**config.mk**
```make
export PLATFORM = sky130hd
export DESIGN_NAME = usb_device_irq_sources
export DESIGN_NICKNAME = d
export VERILOG_FILES = /design/src/usb_irq_pkg.sv /design/src/usb_device_irq_sources.sv
export SDC_FILE = /design/constraint.sdc
export NUM_CORES = 1
export LEC_CHECK = 0
export BUFFER_PORTS_ARGS = -buffer_cell sky130_fd_sc_hd__buf_2
export CAP_MARGIN = 20
export CORE_ASPECT_RATIO = 1.4
export CORE_MARGIN = 5
export CORE_UTILIZATION = 50
export DETAILED_ROUTE_END_ITERATION = 6
export PLACE_DENSITY = 0.78
export SETUP_SLACK_MARGIN = 0.1
export SKIP_LAST_GASP = 1
export SLEW_MARGIN = 30
export SYNTH_ARGS = -nofsm -noshare
export SYNTH_HDL_FRONTEND = slang
export SYNTH_SLANG_ARGS = --single-unit
```
**constraint.sdc**
```tcl
create_clock -name clk_i -period 2.4 [get_ports clk_i]
set_clock_uncertainty 0.05 [all_clocks]
set_input_delay 0 -clock clk_i [delete_from_list [all_inputs] [get_ports clk_i]]
set_output_delay 0 -clock clk_i [all_outputs]
set_load 0.005 [all_outputs]
```
**src/usb_irq_pkg.sv**
```systemverilog
// Constants shared by the USB device interrupt source logic.
package usb_irq_pkg;
	localparam int unsigned CLK_HZ = 50_000_000;
	localparam int unsigned HZ_PER_MHZ = 1_000_000;
	localparam int unsigned SUSPEND_TIME_US = 3000;
	localparam int unsigned SUSPEND_CYCLES = (CLK_HZ / HZ_PER_MHZ) * SUSPEND_TIME_US;
	localparam int unsigned SUSPEND_CNT_W = $clog2(SUSPEND_CYCLES + 1);
	localparam int unsigned EP2_CAUSES = 3;
	localparam int unsigned EP3_CAUSES = 3;
	localparam int unsigned CTL_CAUSES = 5;
	localparam int unsigned TX_CAUSES = 1;
	localparam int unsigned SOURCES = 6;
	localparam int unsigned CAUSE_BUF0 = 0;
	localparam int unsigned CAUSE_BUF1 = 1;
	localparam int unsigned CAUSE_ERR = 2;
	localparam int unsigned C10_BUF = 0;
	localparam int unsigned C10_DONE = 1;
	localparam int unsigned C10_STATUS = 2;
	localparam int unsigned C10_SETUP = 3;
	localparam int unsigned C10_ERR = 4;
	localparam int unsigned SRC_EP2 = 0;
	localparam int unsigned SRC_EP3 = 1;
	localparam int unsigned SRC_CTL = 2;
	localparam int unsigned SRC_TX = 3;
	localparam int unsigned SRC_SUSP = 4;
	localparam int unsigned SRC_WAKE = 5;
	localparam logic [EP2_CAUSES-1:0] EP2_RESET = 3'h0;
	localparam logic [EP3_CAUSES-1:0] EP3_RESET = 3'h0;
	localparam logic [CTL_CAUSES-1:0] CTL_RESET = 5'h00;
	localparam logic [TX_CAUSES-1:0] TX_RESET = 1'h0;
	localparam logic FLAG_RESET = 1'h0;
	localparam logic [1:0] SYNC_RESET = 2'h0;
	typedef enum logic [1:0] {
		LINK_ACTIVE = 2'h1,
		LINK_SUSPENDED = 2'h2
	} link_state_t;
endpackage

```
**src/usb_device_irq_sources.sv**
```systemverilog
// USB device interrupt sources for endpoints two, three, ten, eleven, suspend and resume.
// Function
// - A finished endpoint two transfer latches buffer 0 ready, buffer 1 ready or transfer error.
// - A finished endpoint three transfer latches the same three causes as endpoint two.
// - The second control endpoint latches buffer, done, status, setup and error causes.
// - Endpoint eleven has only one cause, its buffer 0 becoming ready for writing.
// - With the module enabled, 3 ms of unbroken J state on the upstream pair raises suspend.
// - With both enables set, a J to SE0 or K change on the upstream pair raises resume.
`timescale 1ns/1ps
`default_nettype none
module usb_device_irq_sources #(
	parameter int unsigned SUSPEND_COUNT = usb_irq_pkg::SUSPEND_CYCLES
) (
	input wire logic clk_i,
	input wire logic rst_i,
	input wire logic usb_module_enable_i,
	input wire logic resume_irq_enable_i,
	input wire logic upstream_plus_line_i,
	input wire logic upstream_minus_line_i,
	input wire logic [usb_irq_pkg::EP2_CAUSES-1:0] ep2_event_i,
	input wire logic [usb_irq_pkg::EP3_CAUSES-1:0] ep3_event_i,
	input wire logic [usb_irq_pkg::CTL_CAUSES-1:0] ctl_event_i,
	input wire logic [usb_irq_pkg::TX_CAUSES-1:0] tx_event_i,
	input wire logic [usb_irq_pkg::EP2_CAUSES-1:0] ep2_clear_i,
	input wire logic [usb_irq_pkg::EP3_CAUSES-1:0] ep3_clear_i,
	input wire logic [usb_irq_pkg::CTL_CAUSES-1:0] ctl_clear_i,
	input wire logic [usb_irq_pkg::TX_CAUSES-1:0] tx_clear_i,
	input wire logic suspend_clear_i,
	input wire logic resume_clear_i,
	input wire logic [usb_irq_pkg::SOURCES-1:0] source_enable_i,
	output logic [usb_irq_pkg::EP2_CAUSES-1:0] endpoint_two_source_o,
	output logic [usb_irq_pkg::EP3_CAUSES-1:0] endpoint_three_source_o,
	output logic [usb_irq_pkg::CTL_CAUSES-1:0] second_control_endpoint_source_o,
	output logic [usb_irq_pkg::TX_CAUSES-1:0] endpoint_eleven_source_o,
	output logic suspend_source_o,
	output logic resume_source_o,
	output logic device_irq_o
);
	import usb_irq_pkg::*;

	////////////////////////////////////////////////////////////////////////////////
	// Line synchronisers and line state decode.

	logic [1:0] dp_sync_reg;
	logic [1:0] dp_sync_next;
	logic [1:0] dm_sync_reg;
	logic [1:0] dm_sync_next;
	logic prev_j_reg;
	logic prev_j_next;
	logic line_j;

	always_comb begin
		dp_sync_next = {dp_sync_reg[0], upstream_plus_line_i};
		dm_sync_next = {dm_sync_reg[0], upstream_minus_line_i};
		line_j = dp_sync_reg[1] & ~dm_sync_reg[1];
		prev_j_next = line_j;
	end

	always_ff @(posedge clk_i) begin
		if (rst_i) begin
			dp_sync_reg <= SYNC_RESET;
			dm_sync_reg <= SYNC_RESET;
			prev_j_reg <= FLAG_RESET;
		end else begin
			dp_sync_reg <= dp_sync_next;
			dm_sync_reg <= dm_sync_next;
			prev_j_reg <= prev_j_next;
		end
	end

	////////////////////////////////////////////////////////////////////////////////
	// Suspend timer and resume detector.

	link_state_t link_reg;
	link_state_t link_next;
	logic [SUSPEND_CNT_W-1:0] idle_cnt_reg;
	logic [SUSPEND_CNT_W-1:0] idle_cnt_next;
	logic suspend_hit;
	logic resume_hit;

	always_comb begin
		link_next = link_reg;
		idle_cnt_next = idle_cnt_reg;
		suspend_hit = 1'b0;
		if (!usb_module_enable_i || !line_j) begin
			idle_cnt_next = '0;
			link_next = LINK_ACTIVE;
		end else begin
			unique case (link_reg)
				LINK_ACTIVE: begin
					if (idle_cnt_reg == SUSPEND_CNT_W'(SUSPEND_COUNT - 1)) begin
						suspend_hit = 1'b1;
						link_next = LINK_SUSPENDED;
					end else begin
						idle_cnt_next = idle_cnt_reg + 1'b1;
					end
				end
				LINK_SUSPENDED: begin
					idle_cnt_next = idle_cnt_reg;
				end
				default: begin
					link_next = LINK_ACTIVE;
				end
			endcase
		end
		resume_hit = usb_module_enable_i & resume_irq_enable_i & prev_j_reg
			& ~dp_sync_reg[1];
	end

	always_ff @(posedge clk_i) begin
		if (rst_i) begin
			link_reg <= LINK_ACTIVE;
			idle_cnt_reg <= '0;
		end else begin
			link_reg <= link_next;
			idle_cnt_reg <= idle_cnt_next;
		end
	end

	////////////////////////////////////////////////////////////////////////////////
	// Latched cause bits and the interrupt request.

	logic [EP2_CAUSES-1:0] ep2_reg;
	logic [EP2_CAUSES-1:0] ep2_next;
	logic [EP3_CAUSES-1:0] ep3_reg;
	logic [EP3_CAUSES-1:0] ep3_next;
	logic [CTL_CAUSES-1:0] ctl_reg;
	logic [CTL_CAUSES-1:0] ctl_next;
	logic [TX_CAUSES-1:0] tx_reg;
	logic [TX_CAUSES-1:0] tx_next;
	logic susp_reg;
	logic susp_next;
	logic wake_reg;
	logic wake_next;
	logic irq_reg;
	logic irq_next;
	logic [SOURCES-1:0] pending;

	function automatic logic latch_bit(input logic held, input logic clr, input logic set);
		latch_bit = (held & ~clr) | set;
	endfunction

	always_comb begin
		for (int i = 0; i < EP2_CAUSES; i++) begin
			ep2_next[i] = latch_bit(ep2_reg[i], ep2_clear_i[i], ep2_event_i[i]);
		end
		for (int i = 0; i < EP3_CAUSES; i++) begin
			ep3_next[i] = latch_bit(ep3_reg[i], ep3_clear_i[i], ep3_event_i[i]);
		end
		for (int i = 0; i < CTL_CAUSES; i++) begin
			ctl_next[i] = latch_bit(ctl_reg[i], ctl_clear_i[i], ctl_event_i[i]);
		end
		tx_next = latch_bit(tx_reg[0], tx_clear_i[0], tx_event_i[0]);
		susp_next = latch_bit(susp_reg, suspend_clear_i, suspend_hit);
		wake_next = latch_bit(wake_reg, resume_clear_i, resume_hit);
		pending = '0;
		pending[SRC_EP2] = |ep2_reg;
		pending[SRC_EP3] = |ep3_reg;
		pending[SRC_CTL] = |ctl_reg;
		pending[SRC_TX] = |tx_reg;
		pending[SRC_SUSP] = susp_reg;
		pending[SRC_WAKE] = wake_reg;
		irq_next = |(pending & source_enable_i);
	end

	always_ff @(posedge clk_i) begin
		if (rst_i) begin
			ep2_reg <= EP2_RESET;
			ep3_reg <= EP3_RESET;
			ctl_reg <= CTL_RESET;
			tx_reg <= TX_RESET;
			susp_reg <= FLAG_RESET;
			wake_reg <= FLAG_RESET;
			irq_reg <= FLAG_RESET;
		end else begin
			ep2_reg <= ep2_next;
			ep3_reg <= ep3_next;
			ctl_reg <= ctl_next;
			tx_reg <= tx_next;
			susp_reg <= susp_next;
			wake_reg <= wake_next;
			irq_reg <= irq_next;
		end
	end

	assign endpoint_two_source_o = ep2_reg;
	assign endpoint_three_source_o = ep3_reg;
	assign second_control_endpoint_source_o = ctl_reg;
	assign endpoint_eleven_source_o = tx_reg;
	assign suspend_source_o = susp_reg;
	assign resume_source_o = wake_reg;
	assign device_irq_o = irq_reg;

	////////////////////////////////////////////////////////////////////////////////
	// Checks.

	property p_ep2_set;
		@(posedge clk_i) disable iff (rst_i)
		(|ep2_event_i) |=> ((ep2_reg & $past(ep2_event_i)) == $past(ep2_event_i));
	endproperty
	a_ep2_set: assert property (p_ep2_set)
		else $error("Endpoint two cause not latched.");

	property p_ep3_set;
		@(posedge clk_i) disable iff (rst_i)
		(|ep3_event_i) |=> ((ep3_reg & $past(ep3_event_i)) == $past(ep3_event_i));
	endproperty
	a_ep3_set: assert property (p_ep3_set)
		else $error("Endpoint three cause not latched.");

	property p_ctl_set;
		@(posedge clk_i) disable iff (rst_i)
		ctl_event_i[C10_SETUP] |=> ctl_reg[C10_SETUP] && (ctl_reg[C10_ERR] ||
			!$past(ctl_event_i[C10_ERR]));
	endproperty
	a_ctl_set: assert property (p_ctl_set)
		else $error("Control endpoint cause lost.");

	property p_tx_hold;
		@(posedge clk_i) disable iff (rst_i)
		$rose(tx_reg[0]) |-> $past(tx_event_i[0]);
	endproperty
	a_tx_hold: assert property (p_tx_hold)
		else $error("Endpoint eleven set without cause.");

	property p_suspend_time;
		@(posedge clk_i) disable iff (rst_i)
		suspend_hit |-> usb_module_enable_i && idle_cnt_reg == SUSPEND_CNT_W'(SUSPEND_COUNT - 1)
			##1 susp_reg;
	endproperty
	a_suspend_time: assert property (p_suspend_time)
		else $error("Suspend raised off time.");

	property p_resume_gate;
		@(posedge clk_i) disable iff (rst_i)
		$rose(wake_reg) |-> $past(usb_module_enable_i) && $past(resume_irq_enable_i)
			&& $past(prev_j_reg) && !$past(dp_sync_reg[1]);
	endproperty
	a_resume_gate: assert property (p_resume_gate)
		else $error("Resume raised while gated.");

	property p_latch_hold;
		@(posedge clk_i) disable iff (rst_i)
		(susp_reg && !suspend_clear_i) |=> susp_reg;
	endproperty
	a_latch_hold: assert property (p_latch_hold)
		else $error("Suspend cause dropped uncleared.");

	property p_wake_clear;
		@(posedge clk_i) disable iff (rst_i)
		(resume_clear_i && !resume_hit) |=> !wake_reg;
	endproperty
	a_wake_clear: assert property (p_wake_clear)
		else $error("Resume cause kept after clear.");

	property p_irq_follow;
		@(posedge clk_i) disable iff (rst_i)
		(source_enable_i[SRC_WAKE] && wake_reg) |=> device_irq_o;
	endproperty
	a_irq_follow: assert property (p_irq_follow)
		else $error("Request missing for resume.");
endmodule
`default_nettype wire

```
==> results.md, run 1 <==
- Warning count from the yosys run: 0
- First-pass DRT Iterations: 4
- # rows: 25
- Post-Syn Area: 1710 µm²
- Avg Cell Area, Syn: between 8 and 9 µm²
- Initial Utilization: 0.512
- Vias: roughly 1800
- Die area: 4710 µm²
- VDD IR-drop max: 0.452 mV
- Power, Total: 1.38 mW
- DIE WIDTH: 59.5 µm
- Avg WL per Cell: 15.7 µm
- Initial DRC Count: 75
- Post-DRT Antenna Nets: 0
- Die Y: 79.3 µm
- Clock-pin slew of the registers on the worst-case setup and hold paths: around 0.08 ns
- GRT Total Usage: 0.241
- Final Setup Violations: 0
- Port bufs: 52
- Post-synth EDFFs: 0
- Area delta synth->final: 41.1%
- Cells after Synth: 198
- I/O Pins: 53
- Asr flop ratio synth: 0
- DRC violations left: 0
- Worst Setup Start Kind: flip-flop
- Top-count cell post-synth: dfxtp_1
- Hold Path Class: input port to flip-flop
- Final Hold Fails: 0
- Area post-placement: between 1500 and 2000 µm²
- Max-slew violation count: 0
- Cell variety after synth: 41
- Outcome: complete, no violations
- Synth top area share: 0.467
- Fmax: 490 MHz
- Synth top area cells: dfxtp_1 (47%), a21oi_1 (5.6%), nor2_1 (4.8%)
- Syn_nets: around 240
- TritonCTS clock tree: yes
- Fin Hold WS: 0.0376 ns
- Crit path required time: about 2.5 ns
- Placed wire-length estimate: 2.94 mm
- Drt via density: roughly 5.5
- Fillers: approximately 220
- Setup TNS: 0 ns
- Post_cts resized: 0
- Design Area, Final: between 2000 and 2500 µm²
- Cell taking the most area after synthesis: dfxtp_1
- Layout Nets: 319
- Sequential area share after synthesis: 0.467
- Register bit total from synthesis: 40
- RSZ-0062 raised after global routing: no
- First-pass GRT wire length: 8.51 mm
- Number of flip-flops under the largest register name: 18
- Tcrit/Tclk final: 0.850
- Post-route minimum period: 2.04 ns
- Drt total wl: 5.04 mm
- Critical-path maximum fanout: 6
- Leakage: 1.05 nW
- Root Buffer: clkbuf_8
- Crit path arrival time: 2.18 ns
- Hold-fix buffers at CTS: 31
- Post-synth top cells: dfxtp_1 (40), nor2_1 (22), a21oi_1 (19), inv_1 (13), nand2_1 (13)
- Layout cell share with drive strength beyond 1: 0.217
- Largest net degree at the start of global routing: 23
- GRT Residual Overflow: 0
- Ys flop type: dfxtp_1
- Htree depth: 2
- Clock sink count: 40
- Multi-input logic area: 825 µm²
- Postcts setup bufs: 0
- GP Congestion: 0.817
- Reg area: 801 µm²
- Max clock buf depth: 2
- Worst skew pair latency: 0.30 ns
- Diodes inserted: 0
- MaxCap Viol Count: 0
- Core area: 3350 µm²
- P per Cell Area: 572 nW/µm²
- Number of global-route vias before repair: between 1500 and 2000
- Slew margin rel.: 0.636
- Cell Count, Final, Fillers Out: 321
- CTS buffer count: 5
- CP Capture Type: flip-flop
- CP Class: flip-flop to flip-flop
- Initial antenna violation count: 0
- Slew of the pin with the lowest slew margin: 0.542 ns
- Placed insts: about 280
==> routing by layer <==
metal	vias up	part of all wire	global-route usage
met2	79	0.49	0.382
met1	823	0.42	0.303
met4	0	0.019	0.0998
met5	-	0	0
met3	9	0.069	0.0634
li1	865	-	-
==> area by class of cell <==
| type | instances | area share |
|---|---|---|
| repair buffers | 85 | 0.242 |
| flip-flops and latches | 40 | 0.331 |
| clock inverters | 2 | 0.0145 |
| multi-input cells | 135 | 0.341 |
| inverters | 13 | 0.0202 |
| well taps | 40 | 0.0207 |
| clock buffers | 6 | 0.0300 |
==> placed cells by master (no fill, tap or decap), types with 3 or more instances in the layout <==
cell type      instances
a21oi_1               19
and2_1                 4
buf_2                 52
clkbuf_8               5
dfxtp_1               40
dlygate4sd3_1         31
inv_1                 13
nand2_1               13
nand2b_1               5
nand3_1                8
nand4_1                5
nand4bb_1              3
nor2_1                22
nor2b_1                5
nor4_1                 3
o31ai_1                4
or4_1                  6
xor2_1                 7
==> report_power, final <==
part	total, mW	switching, mW	internal [mW]
clock network	0.548	0.239	0.309
logic	0.137	0.0535	0.0835
registers	0.698	0.0159	0.682
total	1.38	0.308	1.07
==> critical path, cell delays in order, from the launching register on <==
cell     delay, ns
dfxtp_1       0.40
or3b_1        0.38
or4_1         0.63
mux2i_1       0.15
a311o_1       0.31
==> path summary, 6_finish.rpt <==
| kind | start | end | slack, ns | cells past startpoint |
|---|---|---|---|---|
| min | rst_i | second_control_endpoint_source_o[4]$_SDFF_PP0_ | 0.04 | 2 |
| min reg2reg | dp_sync_reg[0]$_SDFF_PP0_ | dp_sync_reg[1]$_SDFF_PP0_ | 0.39 | 1 |
| max | idle_cnt_reg[11]$_SDFFE_PP0P_ | idle_cnt_reg[1]$_SDFFE_PP0P_ | 0.36 | 4 |
| max reg2reg | idle_cnt_reg[11]$_SDFFE_PP0P_ | idle_cnt_reg[1]$_SDFFE_PP0P_ | 0.36 | 4 |
==> per-stage QoR <==
stage,worst slack [ns],utilization
2_1_floorplan,0.454,-
3_3_place_gp,0.426,0.597
3_5_place_dp,0.368,0.597
4_1_cts,0.375,0.722
5_1_grt,0.247,0.722
6_report,0.361,0.722
==> kinds of logic (layout without fill, tap and decap cells) <==
group                    Yosys count  after routing  synth area share
flip-flops                        40             40             0.467
adder cells (fa/ha/maj)            1              1           0.00730
XOR/XNOR                           7              7            0.0358
buffers and inverters             23            106            0.0511
AO/OA/AOI/OAI                     36             36             0.129
multiplexers                       2              2            0.0117
AND/OR/NAND/NOR                   89             89             0.297
No activity file was read; power rests on OpenSTA's default activity.
==> run 2, diff against run 1 <==
--- a/config.mk
+++ b/config.mk
@@ -9,9 +9,9 @@
 export CAP_MARGIN = 20
 export CORE_ASPECT_RATIO = 1.4
 export CORE_MARGIN = 5
-export CORE_UTILIZATION = 50
+export CORE_UTILIZATION = 45
 export DETAILED_ROUTE_END_ITERATION = 6
-export PLACE_DENSITY = 0.78
+export PLACE_DENSITY = 0.74
 export SETUP_SLACK_MARGIN = 0.1
 export SKIP_LAST_GASP = 1
 export SLEW_MARGIN = 30
==> constraint.sdc (replaced) <==
create_clock -name clk_i -period 1.7 [get_ports clk_i]
set_clock_uncertainty 0.05 [all_clocks]
set_input_delay 0 -clock clk_i [delete_from_list [all_inputs] [get_ports clk_i]]
set_output_delay 0 -clock clk_i [all_outputs]
set_load 0.005 [all_outputs]
==> results.md, run 2 (synthesis results as in run 1) <==
- Slew margin rel.: 0.762
- Htree depth: 2
- Post-layout util: 0.726
- # rows: 26
- MaxCap Viol Count: 0
- Leakage: 1.21 nW
- TritonCTS clock tree: yes
- Area delta synth->final: 55.9%
- Slowest stage delay, CP: 0.46 ns
- First-pass DRT Iterations: 4
- Root Buffer: clkbuf_8
- Worst skew pair latency: 0.29 ns
- First-pass GRT wire length: 8.65 mm
- Setup ws final: -0.0562 ns
- RSZ-0062 raised after global routing: yes
- Post-DRT Antenna Nets: 0
- Placed wire-length estimate: about 3.0 mm
- DRC violations left: 0
- Critical path, cell by cell: or3b_4, or4_4, mux2i_1, a311o_1
- Final Setup Violations: 2
- GP Congestion: about 0.84
- Power, Total: 2.08 mW
- Setup crit start: idle_cnt_reg[12]$_SDFFE_PP0P_
- Outcome: finished with violations
- Worst Setup Start Kind: flip-flop
- Critical-path maximum fanout: 5
- P per Cell Area: 779 nW/µm²
- Die Y: roughly 83 µm
- Crit path max-delay cell type: or4_4
- Commonest cells after routing, fill and taps aside: buf_2 (52), dfxtp_1 (37), dlygate4sd3_1 (31), buf_4 (25), nor2_1 (22)
- CP Capture Type: flip-flop
- Crit path arrival time: ~1.9 ns
- Vias: 1901
- GRT Residual Overflow: 0
- Slew of the pin with the lowest slew margin: 0.357 ns
- Crit path required time: 1.82 ns
- Fmax: about 570 MHz
- Cell Count, Final, Fillers Out: 345
- CP Class: flip-flop to flip-flop
- Port bufs: 52
- Most common cell after layout, fill and taps aside: buf_2
- Initial Utilization: 0.466
- Final Hold Fails: 0
- I/O Pins: 53
- Placed insts: ~300
- Drt total wl: 5.35 mm
- R2R Path Start: idle_cnt_reg[12]$_SDFFE_PP0P_
- Die area: 5160 µm²
- Layout cell share with drive strength beyond 1: 0.333
- VDD IR-drop max: a little over 0.7 mV
- GRT Total Usage: 0.206
- Core area: 3680 µm²
- Bufs and invs on worst path: 0
- DIE WIDTH: roughly 62 µm
- Clock-pin slew of the registers on the worst-case setup and hold paths: ~0.08 ns
- Tcrit/Tclk final: 1.03
- Fin Hold WS: ~0.075 ns
- Hold Path Class: input port to flip-flop
- Drt via density: 5.51
- Layout Nets: approximately 340
- Number of flip-flops under the largest register name: 18
- Failing checks: negative setup slack
- Kind of cell adding the most delay to the critical path: simple AND/OR/NAND/NOR gates
- Post-route minimum period: 1.76 ns
- Number of global-route vias before repair: 1940
- Hold path start: source_enable_i[5]
- CTS buffer count: 5
- Area post-placement: 2150 µm²
- Initial antenna violation count: 0
- Largest net degree at the start of global routing: 22
- Max clock buf depth: 2
- Clock sink count: 40
- Max-slew violation count: 0
- Diodes inserted: 0
- Design Area, Final: roughly 2700 µm²
- Avg WL per Cell: around 16 µm
- Initial DRC Count: 58
run 2: cell types whose count changed in the layout (fill, tap and decap cells not counted), moves of 2 or more:
cell	previous run	this run
buf_4	2	25
a21oi_1	19	16
a21oi_2	0	3
dfxtp_1	40	37
dfxtp_2	0	3
and4_1	2	0
and4_4	0	2
nand2_1	13	11
or4_1	6	4
or4_4	0	2
run 2: layout make-up:
class                   count  area (µm²)
fillers                   247        1010
multi-input cells         135         877
flip-flops and latches     40         805
repair buffers            108         758
clock buffers               5        68.8
clock inverters             2        60.1
well taps                  42        52.6
inverters                  13        48.8
run 2: worst min-delay path: stages:
cell	delay, ns
buf_2	0.08
a222oi_1	0.07
a41oi_1	0.22
run 2: metal layers:
metal / GRT usage / vias up / routed length [µm]
li1: - / 907 / -
met1: 0.219 / 895 / 2090
met2: 0.358 / 89 / 2700
met3: 0.0716 / 10 / 473
met4: 0.0947 / 0 / 92
met5: 0 / - / 0
run 2: power breakdown:
group | internal, mW | switching [mW] | total, mW
Sequential | 0.963 | 0.0202 | 0.983
Combinational | 0.120 | 0.0751 | 0.195
Clock | 0.578 | 0.323 | 0.901
run 2: path summary, 6_finish.rpt:
check	end	slack [ns]	cells past startpoint
max	idle_cnt_reg[1]$_SDFFE_PP0P_	-0.06	4
min	device_irq_o$_SDFF_PP0_	0.07	3
max reg2reg	idle_cnt_reg[1]$_SDFFE_PP0P_	-0.06	4
min reg2reg	dm_sync_reg[1]$_SDFF_PP0_	0.39	1
run 2: what timing repair did:
action	CTS	global route
buffers inserted	2	1
hold buffers	31	0
pin swaps	1	0
hold endpoints to repair	17	0
setup endpoints to repair	10	13
cloned	0	0
resized for setup	3	14
run 2: stage by stage:
step	setup WS [ns]	setup TNS [ns]
2_1_floorplan	-0.0436	-0.0515
3_3_place_gp	-0.0439	-0.0721
3_5_place_dp	-0.0719	-0.134
4_1_cts	-0.0263	-0.0309
5_1_grt	-0.0902	-0.161
6_report	-0.0562	-0.0657
